==> config.mk <==
export PLATFORM = sky130hd
export DESIGN_NAME = tlic_top
export DESIGN_NICKNAME = d
export VERILOG_FILES = /design/src/rtl/tlic_pkg.sv /design/src/rtl/tlic_top.sv
export SDC_FILE = /design/constraint.sdc
export NUM_CORES = 1
export LEC_CHECK = 0
export BUFFER_PORTS_ARGS = -buffer_cell sky130_fd_sc_hd__buf_2
export CAP_MARGIN = 20
export CORE_MARGIN = 3
export CORE_UTILIZATION = 59
export DETAILED_ROUTE_END_ITERATION = 7
export HOLD_SLACK_MARGIN = 0.08
export PLACE_DENSITY_LB_ADDON = 0.08
export SLEW_MARGIN = 20
export SYNTH_ARGS = -nofsm -noshare
export SYNTH_HDL_FRONTEND = slang
export SYNTH_SLANG_ARGS = --single-unit
export TNS_END_PERCENT = 1
==> constraint.sdc <==
create_clock -name clk -period 4.55 [get_ports clk]
set_input_delay 0.2275 -clock clk [delete_from_list [all_inputs] [get_ports clk]]
set_output_delay 0.2275 -clock clk [all_outputs]
set_load 0.01 [all_outputs]
==> src/rtl/tlic_pkg.sv <==
// shared constants and types of the two-level interrupt controller
package tlic_pkg;
   // source count and index width
   localparam int NUM_SRC = 21;
   localparam int IDX_W   = 5;
   // slots that exist; slots 8 and 17 are reserved and never requested
   localparam logic [20:0] VALID_MASK    = 21'h1D_FEFF;
   // sources whose pending flag hardware clears on vectoring
   localparam logic [20:0] HW_CLEAR_MASK = 21'h00_000F;
   // register byte offsets on the apb bus
   localparam logic [7:0] OFS_ENABLE_A = 8'h00;
   localparam logic [7:0] OFS_ENABLE_B = 8'h04;
   localparam logic [7:0] OFS_ENABLE_C = 8'h08;
   localparam logic [7:0] OFS_PRIO_A   = 8'h0C;
   localparam logic [7:0] OFS_PRIO_B   = 8'h10;
   localparam logic [7:0] OFS_PRIO_C   = 8'h14;
   localparam logic [7:0] OFS_PENDING  = 8'h18;
   localparam logic [7:0] OFS_STATUS   = 8'h1C;
   // field positions
   localparam int GLOBAL_EN_BIT = 7;
   // reset values
   localparam logic [7:0]  ENABLE_RST  = 8'h00;
   localparam logic [7:0]  PRIO_RST    = 8'h00;
   localparam logic [20:0] PENDING_RST = 21'h00_0000;
   // service address table: base plus fixed step per slot
   localparam logic [15:0] VECTOR_BASE = 16'h0003;
   localparam logic [15:0] VECTOR_STEP = 16'h0008;
   // timing counts in system clocks
   localparam int DETECT_CYCLES = 1;
   localparam int LONG_BRANCH_CALL_CYCLES  = 5;
   localparam int MIN_RESPONSE  = DETECT_CYCLES + LONG_BRANCH_CALL_CYCLES;
   localparam logic [2:0] LONG_BRANCH_CALL_COUNT = 3'(LONG_BRANCH_CALL_CYCLES);
   // call request to the cpu sequencer
   typedef struct packed
   {
      logic              req;
      logic              high;
      logic [IDX_W-1:0]  index;
      logic [15:0]       vector;
   } tlic_call_type;
   // call sequencer states
   typedef enum logic [1:0] {SEQ_RUN, SEQ_CALL, SEQ_SKIP} tlic_seq_type;
endpackage

==> src/rtl/tlic_top.sv <==
// two-level interrupt controller with apb register file
//
// The address map and the APB register port were chosen for this implementation.
`timescale 1ns/1ps
module tlic_top
(
   // clock and reset
   input  wire logic                   clk,
   input  wire logic                   reset_n,
   // apb slave
   input  wire logic                   psel,
   input  wire logic                   penable,
   input  wire logic                   pwrite,
   input  wire logic [7:0]             paddr,
   input  wire logic [31:0]            pwdata,
   output logic      [31:0]            prdata,
   output logic                        pready,
   output logic                        pslverr,
   // interrupt source events, one-cycle pulses
   input  wire logic [20:0]            src_event,
   // cpu sequencer status
   input  wire logic                   instr_done,
   input  wire logic                   instr_return_from_irq_instr,
   input  wire logic                   flash_stall,
   // call request and service level
   output tlic_pkg::tlic_call_type     call,
   output logic                        svc_active_hi,
   output logic                        svc_active_lo
);

   // lowest set index, fixed order arbitration
   function automatic logic [4:0] first_set(input logic [20:0] v);
      logic [4:0] idx;
      idx = 5'h00;
      for (int i = 20; i >= 0; i--)
      begin
         if (v[i])
            idx = 5'(i);
      end
      return idx;
   endfunction

   // gather the three registers into one flat source vector
   function automatic logic [20:0] flat(input logic [7:0] a,
                                        input logic [7:0] b,
                                        input logic [7:0] c);
      return {c[5:0], b, a[6:0]};
   endfunction

   // register file state
   logic [7:0]   en_a;              // enable a, bit 7 global
   logic [7:0]   en_b;              // enable b
   logic [7:0]   en_c;              // enable c
   logic [7:0]   pr_a;              // priority a
   logic [7:0]   pr_b;              // priority b
   logic [7:0]   pr_c;              // priority c
   logic [20:0]  pend;              // pending flags
   logic [20:0]  en_dly;            // effective enables, one cycle late
   logic [7:0]   next_en_a;
   logic [7:0]   next_en_b;
   logic [7:0]   next_en_c;
   logic [7:0]   next_pr_a;
   logic [7:0]   next_pr_b;
   logic [7:0]   next_pr_c;
   logic [20:0]  next_pend;
   logic [20:0]  next_en_dly;
   logic [31:0]  next_prdata;
   logic         next_pready;
   logic         next_pslverr;
   // sequencer state
   tlic_pkg::tlic_seq_type  state;
   tlic_pkg::tlic_seq_type  next_state;
   logic [2:0]              cnt;        // long call cycles left
   logic [2:0]              next_cnt;
   tlic_pkg::tlic_call_type next_call;
   logic                    next_act_hi;
   logic                    next_act_lo;
   // decode helpers
   logic [20:0]  req_all;           // enabled pending sources
   logic [20:0]  req_hi;            // high level requests
   logic [20:0]  req_lo;            // low level requests
   logic         take_hi;           // high request may be served
   logic         take_lo;           // low request may be served
   logic         boundary;          // instruction finished, no stall
   logic         grant;             // issue call this cycle
   logic         pop;               // return retires one level
   logic [4:0]   sel;               // granted slot
   logic         access;            // apb access cycle, not answered
   logic         wr;                // apb write taking effect

   // apb handshake and read mux
   always_comb
   begin
      access       = psel && penable && !pready;
      wr           = psel && penable && pready && pwrite;
      next_pready  = access;
      next_pslverr = 1'b0;
      next_prdata  = prdata;
      if (access)
      begin
         next_prdata = 32'h0000_0000;
         case (paddr)
            tlic_pkg::OFS_ENABLE_A: next_prdata[7:0] = en_a;
            tlic_pkg::OFS_ENABLE_B: next_prdata[7:0] = en_b;
            tlic_pkg::OFS_ENABLE_C: next_prdata[7:0] = en_c;
            tlic_pkg::OFS_PRIO_A:   next_prdata[7:0] = pr_a;
            tlic_pkg::OFS_PRIO_B:   next_prdata[7:0] = pr_b;
            tlic_pkg::OFS_PRIO_C:   next_prdata[7:0] = pr_c;
            tlic_pkg::OFS_PENDING:  next_prdata[20:0] = pend;
            tlic_pkg::OFS_STATUS:
               next_prdata = {23'h00_0000, svc_active_hi, svc_active_lo,
                              state, call.index};
            default: next_prdata = 32'h0000_0000;
         endcase
         // unmapped address answers with error
         if (paddr[7:5] != 3'h0 || paddr[1:0] != 2'h0)
            next_pslverr = 1'b1;
      end
   end

   // request decode, every clock
   always_comb
   begin
      req_all  = pend & en_dly & tlic_pkg::VALID_MASK;
      req_hi   = req_all & flat(pr_a, pr_b, pr_c);
      req_lo   = req_all & ~flat(pr_a, pr_b, pr_c);
      take_hi  = (|req_hi) && !svc_active_hi;
      take_lo  = (|req_lo) && !svc_active_hi && !svc_active_lo;
      sel      = take_hi ? first_set(req_hi) : first_set(req_lo);
      boundary = instr_done && !flash_stall;
      grant    = boundary && !instr_return_from_irq_instr && (take_hi || take_lo)
                 && state != tlic_pkg::SEQ_CALL;
      pop      = boundary && instr_return_from_irq_instr && state != tlic_pkg::SEQ_CALL;
   end

   // register writes and pending flags
   always_comb
   begin
      next_en_a = en_a;
      next_en_b = en_b;
      next_en_c = en_c;
      next_pr_a = pr_a;
      next_pr_b = pr_b;
      next_pr_c = pr_c;
      next_pend = pend;
      if (wr)
      begin
         case (paddr)
            tlic_pkg::OFS_ENABLE_A: next_en_a = pwdata[7:0];
            tlic_pkg::OFS_ENABLE_B: next_en_b = pwdata[7:0];
            tlic_pkg::OFS_ENABLE_C: next_en_c = pwdata[7:0];
            tlic_pkg::OFS_PRIO_A:   next_pr_a = pwdata[7:0];
            tlic_pkg::OFS_PRIO_B:   next_pr_b = pwdata[7:0];
            tlic_pkg::OFS_PRIO_C:   next_pr_c = pwdata[7:0];
            tlic_pkg::OFS_PENDING:  next_pend = pwdata[20:0];
            default:                next_pend = pend;
         endcase
      end
      if (grant)
         next_pend = next_pend
                     & ~((21'h00_0001 << sel) & tlic_pkg::HW_CLEAR_MASK);
      next_pend = (next_pend | src_event) & tlic_pkg::VALID_MASK;
      next_en_dly = en_a[tlic_pkg::GLOBAL_EN_BIT]
                    ? flat(en_a, en_b, en_c) : 21'h00_0000;
   end

   // call sequencer next state
   always_comb
   begin
      next_state  = state;
      next_cnt    = cnt;
      next_call   = call;
      next_call.req = 1'b0;
      next_act_hi = svc_active_hi;
      next_act_lo = svc_active_lo;
      case (state)
         // normal run and one-instruction hold after return
         tlic_pkg::SEQ_RUN, tlic_pkg::SEQ_SKIP:
         begin
            if (grant)
            begin
               next_state       = tlic_pkg::SEQ_CALL;
               next_cnt         = tlic_pkg::LONG_BRANCH_CALL_COUNT;
               next_call.req    = 1'b1;
               next_call.high   = take_hi;
               next_call.index  = sel;
               next_call.vector = tlic_pkg::VECTOR_BASE
                                  + 16'(sel) * tlic_pkg::VECTOR_STEP;
               if (take_hi)
                  next_act_hi = 1'b1;
               else
                  next_act_lo = 1'b1;
            end
            else if (pop)
            begin
               next_state = tlic_pkg::SEQ_SKIP;
               if (svc_active_hi)
                  next_act_hi = 1'b0;
               else
                  next_act_lo = 1'b0;
            end
            else if (boundary)
               next_state = tlic_pkg::SEQ_RUN;
         end
         // long call in progress
         tlic_pkg::SEQ_CALL:
         begin
            next_cnt = cnt - 3'h1;
            if (cnt == 3'h1)
               next_state = tlic_pkg::SEQ_RUN;
         end
         default: next_state = tlic_pkg::SEQ_RUN;
      endcase
   end

   // all registers
   always_ff @(posedge clk)
   begin
      if (!reset_n)
      begin
         en_a          <= tlic_pkg::ENABLE_RST;
         en_b          <= tlic_pkg::ENABLE_RST;
         en_c          <= tlic_pkg::ENABLE_RST;
         pr_a          <= tlic_pkg::PRIO_RST;
         pr_b          <= tlic_pkg::PRIO_RST;
         pr_c          <= tlic_pkg::PRIO_RST;
         pend          <= tlic_pkg::PENDING_RST;
         en_dly        <= 21'h00_0000;
         prdata        <= 32'h0000_0000;
         pready        <= 1'b0;
         pslverr       <= 1'b0;
         state         <= tlic_pkg::SEQ_RUN;
         cnt           <= 3'h0;
         call          <= '0;
         svc_active_hi <= 1'b0;
         svc_active_lo <= 1'b0;
      end
      else
      begin
         en_a          <= next_en_a;
         en_b          <= next_en_b;
         en_c          <= next_en_c;
         pr_a          <= next_pr_a;
         pr_b          <= next_pr_b;
         pr_c          <= next_pr_c;
         pend          <= next_pend;
         en_dly        <= next_en_dly;
         prdata        <= next_prdata;
         pready        <= next_pready;
         pslverr       <= next_pslverr;
         state         <= next_state;
         cnt           <= next_cnt;
         call          <= next_call;
         svc_active_hi <= next_act_hi;
         svc_active_lo <= next_act_lo;
      end
   end
endmodule

==> results of run 1 <==
[power breakdown]
group / switching, mW / internal (mW) / total, mW
sequential: 0.0195 / 1.09 / 1.11
combinational: 0.0759 / 0.0576 / 0.134
clock: 0.500 / 0.779 / 1.28
total: 0.595 / 1.93 / 2.52
[flip-flops by register name, summed over array words and instances, names as in the netlist, 2 cells and up]
| name | flops |
|---|---|
| prdata | 20 |
| en_dly | 19 |
| pend | 19 |
| call | 8 |
| en_a | 8 |
| en_b | 8 |
| en_c | 8 |
| pr_a | 8 |
| pr_b | 8 |
| pr_c | 8 |
| cnt | 3 |
| state | 2 |
[worst max-delay path by stage]
stage | startpoint | end | slack (ns) | cells past startpoint
finish | pready$_SDFF_PN0_ | pend[9]$_SDFF_PN0_ | 1.99 | 7
CTS | pend[4]$_SDFF_PN0_ | cnt[2]$_SDFFE_PN0P_ | 2.05 | 7
detailed placement | paddr[3] | prdata[1]$_SDFFE_PN0P_ | 2.04 | 7
global route | pend[4]$_SDFF_PN0_ | cnt[2]$_SDFFE_PN0P_ | 1.79 | 7
global placement | paddr[3] | en_a[7]$_SDFFE_PN0P_ | 2.06 | 6
floorplan | pr_b[6]$_SDFFE_PN0P_ | pend[3]$_SDFF_PN0_ | 2.59 | 6
[worst max-delay path: stages, from the launching register on]
cell and delay [ns]:
dfxtp_1 0.36, nand2_1 0.13, nor2_2 0.10, buf_4 0.34
nand2_2 0.46, mux2i_1 0.32, a21oi_1 0.11, dlygate4sd3_1 0.61
[synth_stat cells (all sizes together) (3+ instances only)]
master,n,share of area [%]
dfxtp,123,41
nand2,115,7.3
a21oi,91,7.7
nand3,57,4.8
buf,35,4.3
nor2,34,2.1
and3,24,2.6
clkbuf,24,1.5
a22oi,22,2.8
inv,22,1.4
mux2i,18,3.0
and3b,13,2.0
nor3,12,1.5
nand3b,10,1.3
o21ai,9,0.82
nand2b,8,0.84
o211ai,7,0.88
a211oi,6,1.1
a41oi,6,1.0
mux2,6,1.2
nor4,6,1.4
a221oi,5,0.73
a22o,5,0.73
a31o,5,0.73
a31oi,5,0.52
nand4,5,0.52
and2,3,0.31
nand4b,3,0.69
nor2b,3,0.31
[cells by family (layout without fill, tap and decap cells)]
| group | count (synthesis) | after routing | share of synthesized area, % |
|---|---|---|---|
| AOI/OAI and AO/OA | 178 | 178 | 19.7 |
| xor gates and xnor gates | 2 | 2 | 0.293 |
| adders and majority gates | 2 | 2 | 0.418 |
| buffers and inverters | 81 | 190 | 7.16 |
| DFF | 123 | 123 | 41.2 |
| muxes | 24 | 24 | 4.21 |
| other | 1 | 21 | 0.0627 |
| and+or+nand+nor | 301 | 301 | 27.0 |
[final cells by class]
type                       count  area (um^2)
timing repair buffer         136          891
inverter                      22         83.8
multi-input combinational    528         3170
fill                         734         2480
clock buffer                  18          418
sequential                   123         2460
clock inverter                14          145
tap                          133          166
[placed cells by master, fill, tap and decap left out, types with 4 or more instances in the layout]
cell type and instances:
a31oi_1 5, o211ai_1 7, nand2b_1 8, dlygate4sd3_1 39, nand4_1 5, and3_1 23
clkinvlp_4 4, clkinv_2 5, nor3_1 7, o21ai_0 8, a22o_1 5, conb_1 21
clkbuf_16 16, a21oi_1 90, a221oi_1 5, buf_2 91, a31o_2 5, nand2_1 113
mux2i_1 18, dfxtp_1 123, buf_4 6, a22oi_1 22, nand3_1 57, and3b_1 11
inv_1 21, mux2_2 5, nand3b_1 10, nor2_1 33, nor3_2 4, a41oi_1 5
[metrics by stage]
stage / area [um^2] / power, mW / worst slack, ns / util (%)
detailed placement: 6380 / 1.23 / 2.04 / 65.0
global placement: 6380 / 1.23 / 2.06 / 65.0
finish: 7340 / 2.52 / 1.99 / 74.7
floorplan: 6050 / 1.19 / 2.59 / -
global route: 7340 / 2.60 / 1.79 / 74.7
CTS: 7330 / 2.53 / 2.05 / 74.7
[routing by layer]
layer,wire [um],part of all wire [%]
met5,0,0
met4,534,2.9
met3,1920,10
met2,9060,49
met1,7000,38
==> results.txt, run 1 <==
The flow ran to the end, and the final reports show no timing, DRC or antenna violations. Among all flip-flop cells after synthesis, the most frequent one is dfxtp_1. The run gives 0 as the antenna diode count. The reg2reg setup slack is 1.99 ns. Including well taps, the total number of placed cells is 903.

Summing every instance area after synthesis gives 5980 um^2. For the post-detailed-route DRC marker count, the log shows 0. The async set or reset register ratio after synthesis was 0%.

End point of the most critical hold path: pslverr$_SDFF_PN0_. The final number of max-transition violations was 0; the total number of vias was 5873. The transition at the pin with the smallest max-transition slack is 1.10 ns. The maximum vdd ir drop was 0.370 mV.

The net count of the finished layout is 899. The timing-limited maximum frequency is 391 MHz. The post-route fraction of the period consumed by the critical path was 56.2%; the count of nets left with antenna violations after detail routing was 0.

Count of standard-cell rows: 36. The number of cell instances on the worst register-to-register path was 7. Clock tree synthesis selected as its root buffer the cell clkbuf_8. The run gives 5522 as the number of global-route vias before repair.

TritonCTS built the clock tree. Width of the die: 107 um. Setup repair after global routing left no endpoint under its margin. The latest clock arrival within the worst-skew pair came out at 0.53 ns.

The worst setup path is of the reg -> reg kind. For this design, the sink count on the clock tree is 123. The detailed placer's ending HPWL was 12600 um; the length of the first detailed-routing pass in iterations was 7. CTS built an H-tree with a depth of 4. Counting flops and latches in the post-synthesis netlist gives 123. The destination of the worst register-to-register timing path is pend[9]$_SDFF_PN0_. The post-cts resize count came out at 0.

The worst hold margin came out at 0.138 ns. Yosys mapped the design onto 71 distinct sky130hd cell types. Counting flops with a built-in enable in the synthesized netlist gives 0. The launching element type of the critical path is a flop.

In this run the worst path has a maximum fanout of 32. In this run the tool buffered the top-level ports with 91 buffer cells. For this configuration, the core starts out at a cell density of 60.9%. Yosys printed 0 warnings. The shortest clock period the worst path allows after layout was 2.56 ns; the number of primary I/O pins was 128. The number of setup buffers added after CTS was 0. The final routed wire length divided by cell count works out to 19.0 um. The leftover overflow at the end of global routing was 0.

After detailed routing, the total wire length is 18500 um. Clock-pin slew was measured on the worst setup and hold paths at 0.06 ns. The finished layout holds 974 standard cells, fillers aside. The power per standard cell area is 344 nW/um^2. Worst endpoint required time: 4.97 ns.

The final sum of negative setup slack was 0 ns; the total CTS buffers was 17. The logs give 11400 um^2 for the die area and 0 for the count of final setup violators. In this run the vertical extent of the chip is 107 um. The leakage power summed over all cells was 3.04 nW.

Routability-driven placement finished with a final weighted congestion of 0.896. Of the cells placed in the final design, the portion with a size suffix greater than 1 is 19.7%. The pin count of the biggest net entering global routing was 63. The worst hold path begins at paddr[7]. Area added between synthesis and finish: 22.7%.

The run gives 730 as the detailed router's first-iteration violation count. STA puts the critical path data arrival time at 2.97 ns. The logs give 54.7% for the met2 track demand over resource in global routing and 0 for the final hold violation count. For the overall fraction of global-route tracks in use, the log shows 32.6%. The worst register-to-register path begins at pready$_SDFF_PN0_. Routed via count divided by cell count: 6.03. On the final layout, the worst clock skew is 0.00548 ns. Counting instances, the worst hold path has a depth of 3.

For the met3 track demand over resource, the log shows 8.43%. The tightest min-delay check is of the in -> reg type. The met1 capacity usage during global routing was 40.8%; the average instance area after synthesis was 8.40 um^2. The layer carrying the most global-route usage was met2. Cell count after synthesis: 712. The hold buffer count at CTS is 39, and the placeable core region is 9820 um^2.

Headroom to the max-slew limit came out at 26.2%. STA classifies the critical path endpoint as a flop. The first-pass GRT wire length came out at 28700 um. Number of violations of the max-capacitance limit: 0.

The number of antenna violations at the first check in global routing is 0. Sequential elements use 41.2% of the synthesized area. Buffer levels on the longest clock path: 2.
(Power assumes the default switching activity.)
==> run 2, diff against run 1 <==
- CORE_UTILIZATION: 59 -> 55
- clock period: 4.55 -> 2.5 ns (I/O delays scaled with it)
==> results.txt, run 2 (synthesis gave the netlist of run 1 again) <==
The flip-flop and latch area is 2460 um^2, and the top fanout value on the critical path is 4. For the number of antenna violations at the first check in global routing, the log shows 0. The final hold violation count is 0, and the met3 track demand over resource is 7.16%. For the worst setup path, the data arrival time is 2.74 ns. The count of standard-cell rows is 37, and the first-pass GRT wire length is 29800 um.

The category of the critical setup timing path is reg -> reg. After legalization and detailed placement, the total HPWL measured 13300 um. Compared with the post-synthesis result, the final layout area differs by 26.8%.

The fraction of power consumed by the clock network was 48.7%; the proportion of power drawn by combinational gates was 6.2%. Once the floorplan was initialized, standard cells occupied 57.2% of the core. The number of global-route vias before repair is 5606, and the total power consumption of the routed design is 4.47 mW. The register with the highest flop count was prdata.

The total internal power came out at 3.40 mW. The most common library cell in the layout ignoring fill and taps is dfxtp_1. Once detail routing completed, the nets flagged for antenna violations numbered 0. The final sum of negative setup slack came out at 0 ns. The die is 110 um wide. Subtracting the final worst setup slack from the clock period gives 2.34 ns. The count of buffers added on input and output ports is 91.

The multi-input combinational cells in the finished layout cover a total of 3170 um^2. Post-route fraction of the period consumed by the critical path: 93.5%. The tree built by TritonCTS fans out to 123 sinks. The tools report the timing-limited maximum frequency as 428 MHz. STA puts the critical path data required time at 2.90 ns. After global routing, the most crowded layer is met2. In this run the worst hold path is classified as in -> reg. Of the cells placed in the final design, the portion with a size suffix greater than 1 is 21.6%.

The kind of cell with the highest combined delay along the critical path is compound AO/OA/AOI/OAI gates. The number of violations of the max-capacitance limit was 0; the clock-pin slew on the worst setup and hold paths was 0.06 ns. The buffer levels on the longest clock path is 2, and the length of the first detailed-routing pass in iterations is 5. Summed over all layers, the routed wires come to 19400 um. The library cells used most frequently in the layout, excluding fill and tap cells, are dfxtp_1 (123), nand2_1 (113), buf_2 (91). The run gives 4 as the number of levels in the clock H-tree. Traced cell by cell, the critical path runs through and3b_4 -> nor4b_1 -> o21ai_0 -> a211o_1 -> mux2_4 -> a32oi_1 -> a41oi_1. The slowest stage of the critical path belongs to the cell dfxtp_1. The kind of end point of the critical path is a flop. Headroom to the max-slew limit came out at 55.2%. The final routed wire length divided by cell count is 19.2 um, and the antenna diode count is 0. In this run the vertical extent of the chip is 110 um.

Launching element type of the critical path: a flop. The overall fraction of global-route tracks in use is 32.6%, and the number of primary I/O pins is 128. The transition at the pin with the smallest max-transition slack is 0.671 ns. The total overflow left after global routing is 0.

The total number of vias was 5988. The total CTS buffers was 17; the detailed router's first-iteration violation count was 638. The power per standard cell area is 590 nW/um^2. The run gives 833 as the number of inserted filler cells in the final layout. Setup repair after global routing left no endpoint under its margin. In the routed design, unresolved DRC markers number 0. The setup skew after layout was 0.00907 ns. The placeable core region is 10500 um^2, and the combined buffer and inverter count along the critical path is 0.

Cell at the root of the clock tree: clkbuf_8. Summed over all cells, the static leakage comes to 3.20 nW. For the final number of max-transition violations, the log shows 0. In the routed layout, each cell is associated on average with a via count of 5.94. At the end of the flow, the number of nets in the layout was 930.

The congestion estimate from routability-driven global placement came to 0.969. For the power dissipated by switching net loads, the log shows 1.07 mW. The floorplan step defined a die boundary enclosing 12200 um^2.

The pin count of the biggest net entering global routing is 66. The tools report the latest clock arrival within the worst-skew pair as 0.53 ns. Utilization of the core after routing: 72.5%. The flip-flop count of the largest register, all copies and words added works out to 20. Setup violations remaining at the end of the flow were counted as 0. Global routing consumed, on the met2 layer, 53.6% of the routing resources. The run finished with clean final reports.

The largest registers in the layout are prdata (20), en_dly (19), pend (19). TritonCTS built the clock tree. Global routing used 42.0% of the available met1 tracks. VDD sags by at most 0.555 mV. The portion of total power attributed to sequential cells came out at 45.1%. The switching share of power was 24.0%; the standard cell area after detailed placement was 6550 um^2. The tools report the cell area after layout as 7580 um^2. The largest stage delay on the critical path was 0.41 ns.
run 2: worst reg2reg max path, stage by stage (launching register included):
cell     delay [ns]
dfxtp_1        0.41
and3b_4        0.26
nor4b_1        0.40
o21ai_0        0.15
a211o_1        0.27
mux2_4         0.28
a32oi_1        0.28
a41oi_1        0.16
run 2: power groups by stage:
stage               Combinational, mW  Clock, mW  Sequential, mW
floorplan                       0.124          0            2.05
global placement                0.200          0            2.05
detailed placement              0.204          0            2.05
CTS                             0.267       2.19            2.01
global route                    0.302       2.29            2.02
finish                          0.277       2.18            2.01
run 2: cell type report:
type                    instances  area share, %
repair buffers                167           15.4
multi-input cells             528           41.8
inverters                      22           1.09
well taps                     136           2.24
clock inverters                11          0.908
flip-flops and latches        123           32.5
clock buffers                  21           6.06
run 2: metal layers:
layer	up-vias	share of wire, %
met5	-	0
met4	0	2.3
met3	43	9.0
met2	303	49
met1	2828	40
li1	2814	-
run 2: path summary, 6_finish.rpt:
path / startpoint / to / slack [ns] / cells past startpoint
worst max-delay path: pr_b[7]$_SDFFE_PN0P_ / pend[3]$_SDFF_PN0_ / 0.16 / 7
worst min-delay path: flash_stall / svc_active_hi$_SDFFE_PN0P_ / 0.13 / 5
worst max register to register: pr_b[7]$_SDFFE_PN0P_ / pend[3]$_SDFF_PN0_ / 0.16 / 7
worst min register to register: prdata[2]$_SDFFE_PN0P_ / prdata[2]$_SDFFE_PN0P_ / 0.45 / 2
run 2: stage by stage:
stage	hold slack, ns	std cells	setup slack (ns)
finish	0.127	1008	0.162
detailed placement	0.364	926	0.0818
global placement	0.363	926	0.148
CTS	0.102	1006	0.0598
floorplan	0.254	732	0.542
global route	0.166	1008	0.0231
run 2: timing repair:
action	CTS	global route
hold buffers	48	0
hold endpoints to repair	80	0
resized for setup	0	1
setup endpoints to repair	0	13
buffers inserted	0	2
